<file path="src/hw/ext_bus_pkg.sv">
package ext_bus_pkg;
   // register indices; byte address is four times the index
   localparam logic [7:0] TIMING_INDEX = 8'haa;
   localparam logic [7:0] CONFIG_INDEX = 8'hab;
   localparam logic [7:0] BANK_INDEX = 8'hac;
   localparam logic [7:0] STATUS_INDEX = 8'had;
   localparam logic [11:0] TIMING_ADDR = {2'h0, TIMING_INDEX, 2'h0};
   localparam logic [11:0] CONFIG_ADDR = {2'h0, CONFIG_INDEX, 2'h0};
   localparam logic [11:0] BANK_ADDR = {2'h0, BANK_INDEX, 2'h0};
   localparam logic [11:0] STATUS_ADDR = {2'h0, STATUS_INDEX, 2'h0};
   // reset values
   localparam logic [7:0] TIMING_RESET = 8'hff;
   localparam logic [4:0] CONFIG_RESET = 5'h00;
   localparam logic [7:0] BANK_RESET = 8'h00;
   // timing register fields
   localparam int SETUP_LSB = 6;
   localparam int WIDTH_LSB = 2;
   localparam int HOLD_LSB = 0;
   // config register fields: mode code 4:2, latch width 1:0
   localparam int MODE_LSB = 2;
   localparam int MUX_SELECT_BIT = 4;
   localparam int LATCH_LSB = 0;
   localparam logic [2:0] MODE_MUX_BANK = 3'h2;
   localparam logic [2:0] MODE_DEMUX_BANK = 3'h6;
   // fixed overhead: one start cycle plus tail
   localparam logic [3:0] TAIL_CYCLES = 4'h3;
   localparam logic [1:0] RESP_OKAY = 2'h0;
   localparam logic [1:0] RESP_SLVERR = 2'h2;

   typedef enum logic [2:0] {
      ST_IDLE = 3'b000,
      ST_START = 3'b001,
      ST_ALE_HI = 3'b010,
      ST_ALE_LO = 3'b011,
      ST_SETUP = 3'b100,
      ST_STROBE = 3'b101,
      ST_HOLD = 3'b110,
      ST_TAIL = 3'b111
   } state_t;
endpackage

</file>
<file path="src/hw/external_memory_bus_timing.sv">
// The AXI4-Lite slave port is this design's own decision.
`timescale 1ns/10ps
module external_memory_bus_timing (
   // clock and reset
   input wire logic aclk,
   input wire logic aresetn,
   // axi4-lite write address
   input wire logic [11:0] s_axi_awaddr,
   input wire logic [2:0] s_axi_awprot,
   input wire logic s_axi_awvalid,
   output logic s_axi_awready,
   // axi4-lite write data
   input wire logic [31:0] s_axi_wdata,
   input wire logic [3:0] s_axi_wstrb,
   input wire logic s_axi_wvalid,
   output logic s_axi_wready,
   // axi4-lite write response
   output logic [1:0] s_axi_bresp,
   output logic s_axi_bvalid,
   input wire logic s_axi_bready,
   // axi4-lite read address
   input wire logic [11:0] s_axi_araddr,
   input wire logic [2:0] s_axi_arprot,
   input wire logic s_axi_arvalid,
   output logic s_axi_arready,
   // axi4-lite read data
   output logic [31:0] s_axi_rdata,
   output logic [1:0] s_axi_rresp,
   output logic s_axi_rvalid,
   input wire logic s_axi_rready,
   // external data move request from the processor
   input wire logic move_req,
   input wire logic move_write,
   input wire logic move_8bit,
   input wire logic [15:0] move_addr,
   input wire logic [7:0] move_wdata,
   output logic move_busy,
   output logic move_done,
   output logic [7:0] move_rdata,
   // memory pins
   output logic [7:0] addr_hi_o,
   output logic addr_hi_oe,
   output logic [7:0] addr_lo_o,
   output logic addr_lo_oe,
   input wire logic [7:0] ad_i,
   output logic [7:0] ad_o,
   output logic ad_oe,
   output logic latch_strobe,
   output logic rd_strobe_n,
   output logic wr_strobe_n
);
   typedef struct packed {
      ext_bus_pkg::state_t st;
      logic [3:0] cnt;
      logic [7:0] timing;
      logic [4:0] config_bits;
      logic [7:0] bank;
      logic is_wr;
      logic is_mux;
      logic drive_hi;
      logic [15:0] addr;
      logic [7:0] wdata;
      logic [7:0] rdata;
      logic [7:0] sync0;
      logic [7:0] sync1;
      logic rd_mark0;
      logic rd_mark1;
      logic busy;
      logic done;
      logic [7:0] addr_hi;
      logic addr_hi_oe;
      logic [7:0] addr_lo;
      logic addr_lo_oe;
      logic [7:0] ad;
      logic ad_oe;
      logic ale;
      logic rd_n;
      logic wr_n;
      logic awready;
      logic wready;
      logic aw_have;
      logic w_have;
      logic [11:0] waddr;
      logic [7:0] wreg;
      logic wreg_en;
      logic bvalid;
      logic [1:0] bresp;
      logic arready;
      logic rvalid;
      logic [31:0] rdata_bus;
      logic [1:0] rresp;
   } state_s_t;

   state_s_t s_q;
   state_s_t s_d;

   logic [1:0] setup_f;
   logic [3:0] width_f;
   logic [1:0] hold_f;
   logic [1:0] latch_f;

   assign setup_f = s_q.timing[ext_bus_pkg::SETUP_LSB +: 2];
   assign width_f = s_q.timing[ext_bus_pkg::WIDTH_LSB +: 4];
   assign hold_f = s_q.timing[ext_bus_pkg::HOLD_LSB +: 2];
   assign latch_f = s_q.config_bits[ext_bus_pkg::LATCH_LSB +: 2];

   always_comb begin
      logic last;
      logic [2:0] mode;
      logic drive_addr;
      logic [31:0] rd_word;
      logic rd_ok;
      last = (s_q.cnt == 4'h0);
      mode = s_q.config_bits[ext_bus_pkg::MODE_LSB +: 3];
      drive_addr = 1'b0;
      rd_word = 32'h0000_0000;
      rd_ok = 1'b1;
      s_d = s_q;
      s_d.done = 1'b0;

      // sequencer
      case (s_q.st)
         ext_bus_pkg::ST_IDLE: begin
            if (move_req) begin
               s_d.st = ext_bus_pkg::ST_START;
               s_d.is_wr = move_write;
               s_d.addr = move_addr;
               s_d.wdata = move_wdata;
               s_d.is_mux = ~mode[ext_bus_pkg::MUX_SELECT_BIT - ext_bus_pkg::MODE_LSB];
               // 8-bit accesses drive the high byte only with bank select
               s_d.drive_hi = ~move_8bit || mode == ext_bus_pkg::MODE_MUX_BANK
                  || mode == ext_bus_pkg::MODE_DEMUX_BANK;
               if (move_8bit) begin
                  s_d.addr[15:8] = s_q.bank;
               end
               s_d.busy = 1'b1;
            end
         end
         ext_bus_pkg::ST_START: begin
            if (s_q.is_mux) begin
               s_d.st = ext_bus_pkg::ST_ALE_HI;
               s_d.cnt = {2'h0, latch_f};
            end else if (setup_f != 2'h0) begin
               s_d.st = ext_bus_pkg::ST_SETUP;
               s_d.cnt = {2'h0, setup_f - 2'h1};
            end else begin
               s_d.st = ext_bus_pkg::ST_STROBE;
               s_d.cnt = width_f;
            end
         end
         ext_bus_pkg::ST_ALE_HI: begin
            s_d.cnt = s_q.cnt - 4'h1;
            if (last) begin
               s_d.st = ext_bus_pkg::ST_ALE_LO;
               s_d.cnt = {2'h0, latch_f};
            end
         end
         ext_bus_pkg::ST_ALE_LO, ext_bus_pkg::ST_SETUP: begin
            s_d.cnt = s_q.cnt - 4'h1;
            if (last) begin
               if (s_q.st == ext_bus_pkg::ST_ALE_LO && setup_f != 2'h0) begin
                  s_d.st = ext_bus_pkg::ST_SETUP;
                  s_d.cnt = {2'h0, setup_f - 2'h1};
               end else begin
                  s_d.st = ext_bus_pkg::ST_STROBE;
                  s_d.cnt = width_f;
               end
            end
         end
         ext_bus_pkg::ST_STROBE: begin
            s_d.cnt = s_q.cnt - 4'h1;
            if (last) begin
               if (hold_f != 2'h0) begin
                  s_d.st = ext_bus_pkg::ST_HOLD;
                  s_d.cnt = {2'h0, hold_f - 2'h1};
               end else begin
                  s_d.st = ext_bus_pkg::ST_TAIL;
                  s_d.cnt = ext_bus_pkg::TAIL_CYCLES - 4'h1;
               end
            end
         end
         ext_bus_pkg::ST_HOLD: begin
            s_d.cnt = s_q.cnt - 4'h1;
            if (last) begin
               s_d.st = ext_bus_pkg::ST_TAIL;
               s_d.cnt = ext_bus_pkg::TAIL_CYCLES - 4'h1;
            end
         end
         ext_bus_pkg::ST_TAIL: begin
            s_d.cnt = s_q.cnt - 4'h1;
            if (last) begin
               // busy stays up through hold and tail, so no overlap
               s_d.st = ext_bus_pkg::ST_IDLE;
               s_d.busy = 1'b0;
               s_d.done = 1'b1;
            end
         end
         default: begin
            s_d.st = ext_bus_pkg::ST_IDLE;
            s_d.busy = 1'b0;
         end
      endcase

      // pins follow the next state so they leave flip-flops aligned with it
      drive_addr = s_d.st inside {ext_bus_pkg::ST_START, ext_bus_pkg::ST_ALE_HI, ext_bus_pkg::ST_ALE_LO,
         ext_bus_pkg::ST_SETUP, ext_bus_pkg::ST_STROBE, ext_bus_pkg::ST_HOLD};
      s_d.addr_hi = s_d.addr[15:8];
      s_d.addr_hi_oe = drive_addr && s_d.drive_hi;
      s_d.addr_lo = s_d.addr[7:0];
      s_d.addr_lo_oe = drive_addr && !s_d.is_mux;
      s_d.ale = s_d.st == ext_bus_pkg::ST_ALE_HI;
      s_d.rd_n = !(s_d.st == ext_bus_pkg::ST_STROBE && !s_d.is_wr);
      s_d.wr_n = !(s_d.st == ext_bus_pkg::ST_STROBE && s_d.is_wr);
      if (s_d.st == ext_bus_pkg::ST_ALE_HI) begin
         s_d.ad = s_d.addr[7:0];
         s_d.ad_oe = 1'b1;
      end else begin
         s_d.ad = s_d.wdata;
         // data from setup through hold, never during the latch phase
         s_d.ad_oe = s_d.is_wr && s_d.st inside {ext_bus_pkg::ST_SETUP, ext_bus_pkg::ST_STROBE,
            ext_bus_pkg::ST_HOLD};
      end

      // read data through two flops; mark tracks the sample taken on the last strobe edge
      s_d.sync0 = ad_i;
      s_d.sync1 = s_q.sync0;
      s_d.rd_mark0 = s_q.st == ext_bus_pkg::ST_STROBE && last && !s_q.is_wr;
      s_d.rd_mark1 = s_q.rd_mark0;
      if (s_q.rd_mark1) begin
         s_d.rdata = s_q.sync1;
      end

      // axi write channels, address and data in either order
      if (s_axi_awvalid && s_q.awready) begin
         s_d.aw_have = 1'b1;
         s_d.waddr = s_axi_awaddr;
      end
      if (s_axi_wvalid && s_q.wready) begin
         s_d.w_have = 1'b1;
         s_d.wreg = s_axi_wdata[7:0];
         s_d.wreg_en = s_axi_wstrb[0];
      end
      if (s_q.bvalid && s_axi_bready) begin
         s_d.bvalid = 1'b0;
      end
      if (s_q.aw_have && s_q.w_have) begin
         s_d.aw_have = 1'b0;
         s_d.w_have = 1'b0;
         s_d.bvalid = 1'b1;
         s_d.bresp = ext_bus_pkg::RESP_OKAY;
         case (s_q.waddr)
            ext_bus_pkg::TIMING_ADDR: if (s_q.wreg_en) s_d.timing = s_q.wreg;
            ext_bus_pkg::CONFIG_ADDR: if (s_q.wreg_en) s_d.config_bits = s_q.wreg[4:0];
            ext_bus_pkg::BANK_ADDR: if (s_q.wreg_en) s_d.bank = s_q.wreg;
            ext_bus_pkg::STATUS_ADDR: s_d.bresp = ext_bus_pkg::RESP_OKAY;
            default: s_d.bresp = ext_bus_pkg::RESP_SLVERR;
         endcase
      end
      s_d.awready = !s_d.aw_have && !s_d.bvalid;
      s_d.wready = !s_d.w_have && !s_d.bvalid;

      // axi read
      case (s_axi_araddr)
         ext_bus_pkg::TIMING_ADDR: rd_word = {24'h0, s_q.timing};
         ext_bus_pkg::CONFIG_ADDR: rd_word = {27'h0, s_q.config_bits};
         ext_bus_pkg::BANK_ADDR: rd_word = {24'h0, s_q.bank};
         ext_bus_pkg::STATUS_ADDR: rd_word = {20'h0, 1'b0, s_q.st, s_q.rdata};
         default: rd_ok = 1'b0;
      endcase
      if (s_q.rvalid && s_axi_rready) begin
         s_d.rvalid = 1'b0;
      end
      if (s_axi_arvalid && s_q.arready) begin
         s_d.rvalid = 1'b1;
         s_d.rdata_bus = rd_word;
         s_d.rresp = rd_ok ? ext_bus_pkg::RESP_OKAY : ext_bus_pkg::RESP_SLVERR;
      end
      s_d.arready = !s_d.rvalid;
   end

   always_ff @(posedge aclk) begin
      if (!aresetn) begin
         s_q <= '0;
         s_q.st <= ext_bus_pkg::ST_IDLE;
         s_q.timing <= ext_bus_pkg::TIMING_RESET;
         s_q.config_bits <= ext_bus_pkg::CONFIG_RESET;
         s_q.bank <= ext_bus_pkg::BANK_RESET;
         s_q.rd_n <= 1'b1;
         s_q.wr_n <= 1'b1;
         s_q.awready <= 1'b1;
         s_q.wready <= 1'b1;
         s_q.arready <= 1'b1;
      end else begin
         s_q <= s_d;
      end
   end

   assign s_axi_awready = s_q.awready;
   assign s_axi_wready = s_q.wready;
   assign s_axi_bvalid = s_q.bvalid;
   assign s_axi_bresp = s_q.bresp;
   assign s_axi_arready = s_q.arready;
   assign s_axi_rvalid = s_q.rvalid;
   assign s_axi_rdata = s_q.rdata_bus;
   assign s_axi_rresp = s_q.rresp;
   assign move_busy = s_q.busy;
   assign move_done = s_q.done;
   assign move_rdata = s_q.rdata;
   assign addr_hi_o = s_q.addr_hi;
   assign addr_hi_oe = s_q.addr_hi_oe;
   assign addr_lo_o = s_q.addr_lo;
   assign addr_lo_oe = s_q.addr_lo_oe;
   assign ad_o = s_q.ad;
   assign ad_oe = s_q.ad_oe;
   assign latch_strobe = s_q.ale;
   assign rd_strobe_n = s_q.rd_n;
   assign wr_strobe_n = s_q.wr_n;
endmodule // external_memory_bus_timing

</file>
<file path="config.mk">
export PLATFORM = sky130hd
export DESIGN_NAME = external_memory_bus_timing
export DESIGN_NICKNAME = d
export VERILOG_FILES = /design/src/hw/ext_bus_pkg.sv /design/src/hw/external_memory_bus_timing.sv
export SDC_FILE = /design/constraint.sdc
export NUM_CORES = 1
export LEC_CHECK = 0
export BUFFER_PORTS_ARGS = -buffer_cell sky130_fd_sc_hd__clkbuf_2
export CORE_ASPECT_RATIO = 0.8
export CORE_UTILIZATION = 50
export CTS_BUF_LIST = sky130_fd_sc_hd__clkbuf_16
export CTS_CLUSTER_DIAMETER = 80
export DETAILED_ROUTE_END_ITERATION = 16
export GPL_ROUTABILITY_DRIVEN = 1
export PLACE_DENSITY_LB_ADDON = 0.1
export SYNTH_ARGS = -nofsm -noshare
export SYNTH_HDL_FRONTEND = slang
export SYNTH_SLANG_ARGS = --single-unit
</file>
<file path="constraint.sdc">
create_clock -name aclk -period 2.1 [get_ports aclk]
set_input_delay 0.21 -clock aclk [delete_from_list [all_inputs] [get_ports aclk]]
set_output_delay 0.21 -clock aclk [all_outputs]
set_load 0.02 [all_outputs]
</file>
==> summary.md, run 1 <==
| Metric | Value |
|---|---|
| Power Total | 8.61 mW |
| Ys Warns | 0 |
| Crit-path max FO | 5 |
| Placement Cell Area | 6540 sq um |
| Minimum clock period | 2.02 ns |
| Worst slew pin tran | 0.593 ns |
| Final wirelength | 14.4 mm |
| Routed Antenna Nets | 0 |
| Hpwl dp | 10.5 mm |
| Vias in the first global route | 4522 |
| Final worst slack | 0.0773 ns |
| Share of cells above drive strength 1 | 27.8% |
| Tcrit/Tclk final | 96.3% |
| Placer Congestion | 0.862 |
| Synth Cell Area | 6140 sq um |
| Largest net degree at the start of global routing | 38 |
| Power Density | 1170 nW/um^2 |
| Routed len/inst | 15.2 microns |
| Clock Sinks | 138 |
| Crit path capture type | flip-flop |
| Starting density of the core | 52.3% |
| WS Path Type | reg2reg |
| Worst-skew pair later-pin latency | 0.42 ns |
| First-pass GRT wire length | 22.9 mm |
| Port Buf Inserts | 132 |
| Setup Viol. Count Final | 0 |
| # diodes | 0 |
| Num ports | 189 |
| CTS root buffer | clkbuf_16 |
| Die area | 12700 sq um |
| Worst reg2reg path depth | 8 |
| Reg clk slew, reported paths | 0.06 ns |
| Mapped Cells | 681 |
| Synth-to-Final Area Change | 19.5% |
| Design Area, Final | 7330 sq um |
| CP Capture Point | ad_o[5]$_SDFF_PN0_ |
| TritonCTS clock tree | yes |
| Layout Nets | 899 |
| GRT Total Usage | 23.3% |
| Die height | 101 microns |
| Leakage | 3.10 nW |
| Post-Syn Area per Cell | 9.01 sq um |
| H-Tree Level Count | 4 |
| Commonest non-fill, non-tap cell in the layout | dfxtp_1 |
| Clock Tree Buf Depth | 2 |
| Yosys reg bits | 138 |
| Min-Delay Path Class | in2reg |
| Vias per cell | 5.22 |
| Total gr overflow | 0 |
| Final Skew | 0.00734 ns |
| Hold Fails Final Rpt | 0 |
| Commonest non-fill, non-tap cells in the layout | dfxtp_1, clkbuf_2, nand2_1 |
| Worst r2r src | s_q[170]$_SDFFE_PN0P_ |
| Top FF cell, synth | dfxtp_1 |
| Slew Limit Headroom | 60.2% |
| Initial DRC count | 349 |
| CP arrival | 2.37 ns |
| Fmax | 494 MHz |
| Total core area | 11700 sq um |
| Required time of the critical path | 2.45 ns |
| DRC viols | 0 |
| Critical path origin | s_q[170]$_SDFFE_PN0P_ |
| Number of flops mapped to enable cells by yosys | 0 |
| Placement Setup Slack | 0.000931 ns |
| CTS buffer count | 17 |
| Distinct cells, synth | 66 |
| Die span in x | 126 microns |
| R2r setup slk | 0.08 ns |
| Async SR Flop Fraction | 0% |
| Site Rows | 35 |
| Initial antenna violation count | 0 |
| Worst R2R End | ad_o[5]$_SDFF_PN0_ |
| Seq/Total Area, Yosys | 45.0% |
| Setup crit start kind | flip-flop |
| Peak VDD IR | 728 uV |
| Status | complete, no violations |
| Via count | 4947 |
| Fin. max-slew vios | 0 |
| DR pass1 iterations | 5 |
| Max cap viols | 0 |
| Post-Route Utilization | 62.5% |
[through the flow]
stage,hold slack (ns),instances,TNS [ns]
after detailed placement,0.420,899,0
final,0.00563,947,0
after floorplan,0.337,703,0
after global placement,0.416,899,0
after global routing,0.00490,947,-0.0325
after CTS,0.000550,939,0
[where the power goes]
group / internal, mW / switching [mW]
clock network: 2.01 / 1.19
logic: 0.946 / 1.29
registers: 2.92 / 0.243
total: 5.88 / 2.73
[state kept, by name (all words and copies together) (netlist names)]
signal and flops:
addr_hi_oe 1, latch_strobe 1, s_axi_rvalid 1, s_axi_bresp 1, s_axi_awready 1, s_q 83, move_busy 1, rd_strobe_n 1
s_axi_wready 1, ad_oe 1, move_done 1, move_rdata 8, s_axi_rdata 11, latch_f 2, s_d 9, ad_o 8
s_axi_arready 1, hold_f 2, s_axi_rresp 1, s_axi_bvalid 1, addr_lo_oe 1, wr_strobe_n 1
[cells in the mapped netlist (8+ instances only)]
cell type | count | area (sq um)
dfxtp_1 | 138 | 2760
and2_1 | 25 | 156
a21oi_1 | 41 | 205
a211oi_1 | 12 | 90.1
o21ai_1 | 16 | 80.1
nand2_1 | 97 | 364
o211ai_1 | 10 | 75.1
buf_4 | 72 | 541
nand2b_1 | 10 | 62.6
nand3_1 | 16 | 80.1
buf_2 | 9 | 45.0
nor3_1 | 9 | 45.0
inv_1 | 12 | 45.0
o21ai_0 | 9 | 45.0
nor2_1 | 55 | 206
mux2i_1 | 39 | 390
a2bb2oi_1 | 8 | 70.1
clkbuf_1 | 14 | 52.6
[worst max-delay path, cell delays in order (launching register included)]
cell and delay, ns:
dfxtp_2 0.32, inv_1 0.09, ha_1 0.18, nor3b_4 0.32, nor2_2 0.05, o21a_2 0.26
nor4_4 0.37, buf_2 0.22, a2bb2oi_1 0.14
[cells by family (layout without fill, tap and decap cells)]
kind of cell / count (synthesis) / count (layout) / synth area share (%)
DFF: 138 / 138 / 45.0
and+or+nand+nor: 249 / 249 / 20.7
xor gates and xnor gates: 3 / 3 / 0.428
adders and majority gates: 5 / 5 / 1.02
buffers and inverters: 117 / 213 / 12.3
muxes: 42 / 42 / 6.91
other: 1 / 23 / 0.0611
AOI/OAI and AO/OA: 126 / 126 / 13.6
[routing by layer]
layer  vias to the layer above  part of all wire [%]  track usage (%)
li1                       2471                     -                -
met2                       180                    42             34.6
met1                      2278                    50             32.6
met5                         -                     0                0
met3                        18                   6.8             6.26
met4                         0                   1.4             8.06
[how the worst min path moves through the flow]
stage / slack (ns) / to / from / cells past startpoint
6_report: 0.006 / s_d[98]$_SDFF_PN0_ / ad_i[0] / 2
5_1_grt: 0.005 / s_q[43]$_SDFFE_PN0P_ / s_axi_wdata[3] / 3
4_1_cts: 0.0006 / s_d[98]$_SDFF_PN0_ / ad_i[0] / 2
3_3_place_gp: 0.42 / s_d[105]$_SDFF_PN0_ / ad_i[7] / 2
2_1_floorplan: 0.34 / s_d[100]$_SDFF_PN0_ / ad_i[2] / 1
3_5_place_dp: 0.42 / s_d[103]$_SDFF_PN0_ / ad_i[5] / 2
[timing repair]
action / 4_1_cts / 5_1_grt
cloned: 0 / 1
buffers inserted: 1 / 7
endpoints found under the setup margin: 2 / 14
gates resized for setup: 0 / 6
hold buffers: 7 / 0
pin swaps: 1 / 3
endpoints found under the hold margin: 7 / 0
[final cells by class]
class / count / area, sq um
Timing Repair Buffer: 167 / 980
Clock inverter: 15 / 213
Multi-Input combinational cell: 448 / 2710
Fill cell: 1027 / 4400
Tap cell: 148 / 185
Clock buffer: 17 / 425
Sequential cell: 138 / 2770
Inverter: 14 / 52.6
Note: power is estimated with default switching activity, not from simulation.
==> inputs of run 2 (changes only) <==
Settings changed: SETUP_SLACK_MARGIN set to 0.3.
==> summary.md, run 2 (same netlist as run 1, synthesis figures left out) <==
| Metric | Value |
|---|---|
| Peak VDD IR | 652 uV |
| Fin. max-slew vios | 0 |
| DRC viols | 0 |
| Port Buf Inserts | 132 |
| Placer Congestion | 0.862 |
| Die height | 101 microns |
| Crit-path max FO | 8 |
| Site Rows | 35 |
| Slew Limit Headroom | 62.2% |
| Initial antenna violation count | 0 |
| Vias per cell | 5.30 |
| Clock Tree Buf Depth | 2 |
| Tcrit/Tclk final | 90.5% |
| Worst r2r src | s_q[170]$_SDFFE_PN0P_ |
| H-Tree Level Count | 4 |
| Largest net degree at the start of global routing | 36 |
| Leakage | 3.12 nW |
| GRT Total Usage | 23.6% |
| Worst slew pin tran | 0.563 ns |
| Routed len/inst | 15.4 microns |
| Die area | 12700 sq um |
| Commonest non-fill, non-tap cell in the layout | clkbuf_2 |
| # diodes | 0 |
| Power Density | 1120 nW/um^2 |
| Setup Viol. Count Final | 0 |
| CTS root buffer | clkbuf_16 |
| Vias in the first global route | 4611 |
| Final Skew | 0.00835 ns |
| Commonest non-fill, non-tap cells in the layout | clkbuf_2, dfxtp_1, nand2_1 |
| Post-Route Utilization | 63.4% |
| Worst Hold Launch | s_axi_awaddr[1] |
| Power Total | 8.34 mW |
| First-pass GRT wire length | 23.2 mm |
| Critical path origin | s_q[170]$_SDFFE_PN0P_ |
| CP arrival | 2.20 ns |
| WS Path Type | reg2reg |
| Max cap viols | 0 |
| RSZ-0062 raised after global routing | yes |
| Reg with most FFs | s_q |
| Starting density of the core | 52.3% |
| Layout Nets | 907 |
| Hpwl dp | 10.7 mm |
| Flip-flop count of the largest register after layout | 83 |
| Setup TNS | 0 ns |
| Initial DRC count | 237 |
| Share of cells above drive strength 1 | 31.8% |
| Routed Antenna Nets | 0 |
| DR pass1 iterations | 5 |
| Setup crit start kind | flip-flop |
| Worst-skew pair later-pin latency | 0.42 ns |
| Reg clk slew, reported paths | 0.06 ns |
| Final wirelength | 14.8 mm |
| Total gr overflow | 0 |
| Synth-to-Final Area Change | 21.3% |
| Die span in x | 126 microns |
| Minimum clock period | 1.90 ns |
| Min-Delay Path Class | in2reg |
| Hold Fails Final Rpt | 0 |
| Required time of the critical path | 2.40 ns |
| Num ports | 189 |
| Total core area | 11700 sq um |
| CTS buffer count | 17 |
| Crit path capture type | flip-flop |
| Clock Sinks | 138 |
| TritonCTS clock tree | yes |
| Fmax | 526 MHz |
| Via count | 5059 |
| Status | complete, no violations |
[run 2: worst paths after layout]
kind,slack (ns),to,depth (start not counted)
worst max-delay path,0.20,ad_o[0]$_SDFF_PN0_,9
worst min-delay path,0.01,s_q[49]$_SDFFE_PN0P_,3
worst max register to register,0.20,ad_o[0]$_SDFF_PN0_,9
worst min register to register,0.43,s_q[99]$_SDFF_PN0_,1
[run 2: critical path: stages (launching register included)]
cell and delay (ns):
dfxtp_2 0.32, inv_2 0.08, ha_4 0.13, nor3b_4 0.30
nor2_2 0.05, o21a_2 0.26, buf_6 0.13, nor4_4 0.25
buf_6 0.20, a2bb2oi_2 0.06
[run 2: where the power goes]
| part | internal, mW | total (mW) | switching (mW) |
|---|---|---|---|
| registers | 2.93 | 3.15 | 0.222 |
| logic | 1.01 | 2.40 | 1.39 |
| clock network | 1.55 | 2.78 | 1.23 |
[run 2: metal layers]
metal	vias to the layer above	global-route usage, %	share of wire [%]
met4	0	8.62	1.3
met1	2373	33.3	50
met3	17	4.83	6.0
met2	190	35.8	43
li1	2479	-	-
met5	-	0	0
[run 2: layout make-up]
| type | count | area [sq um] |
|---|---|---|
| clock inverter | 15 | 131 |
| fill | 1007 | 4290 |
| sequential | 138 | 2770 |
| timing repair buffer | 175 | 1040 |
| clock buffer | 17 | 425 |
| inverter | 14 | 52.6 |
| multi-input combinational | 448 | 2830 |
| tap | 148 | 185 |
[run 2: through the flow]
stage | std cells | cell area, sq um | worst slack (ns) | hold slack [ns]
2_1_floorplan | 703 | 6220 | 0.295 | 0.337
3_3_place_gp | 899 | 6540 | 0.136 | 0.415
3_5_place_dp | 899 | 6540 | 0.0949 | 0.420
4_1_cts | 948 | 7290 | 0.211 | 0.00102
5_1_grt | 955 | 7440 | 0.137 | 0.0183
6_report | 955 | 7440 | 0.200 | 0.0103
[run 2: what timing repair did]
| item | 4_1_cts | 5_1_grt |
|---|---|---|
| setup buffers | 8 | 7 |
| resized for setup | 16 | 23 |
| pin swaps | 5 | 7 |
| endpoints found under the setup margin | 18 | 38 |
| hold buffers | 8 | 0 |
| cloned | 1 | 0 |
| hold endpoints to repair | 8 | 0 |
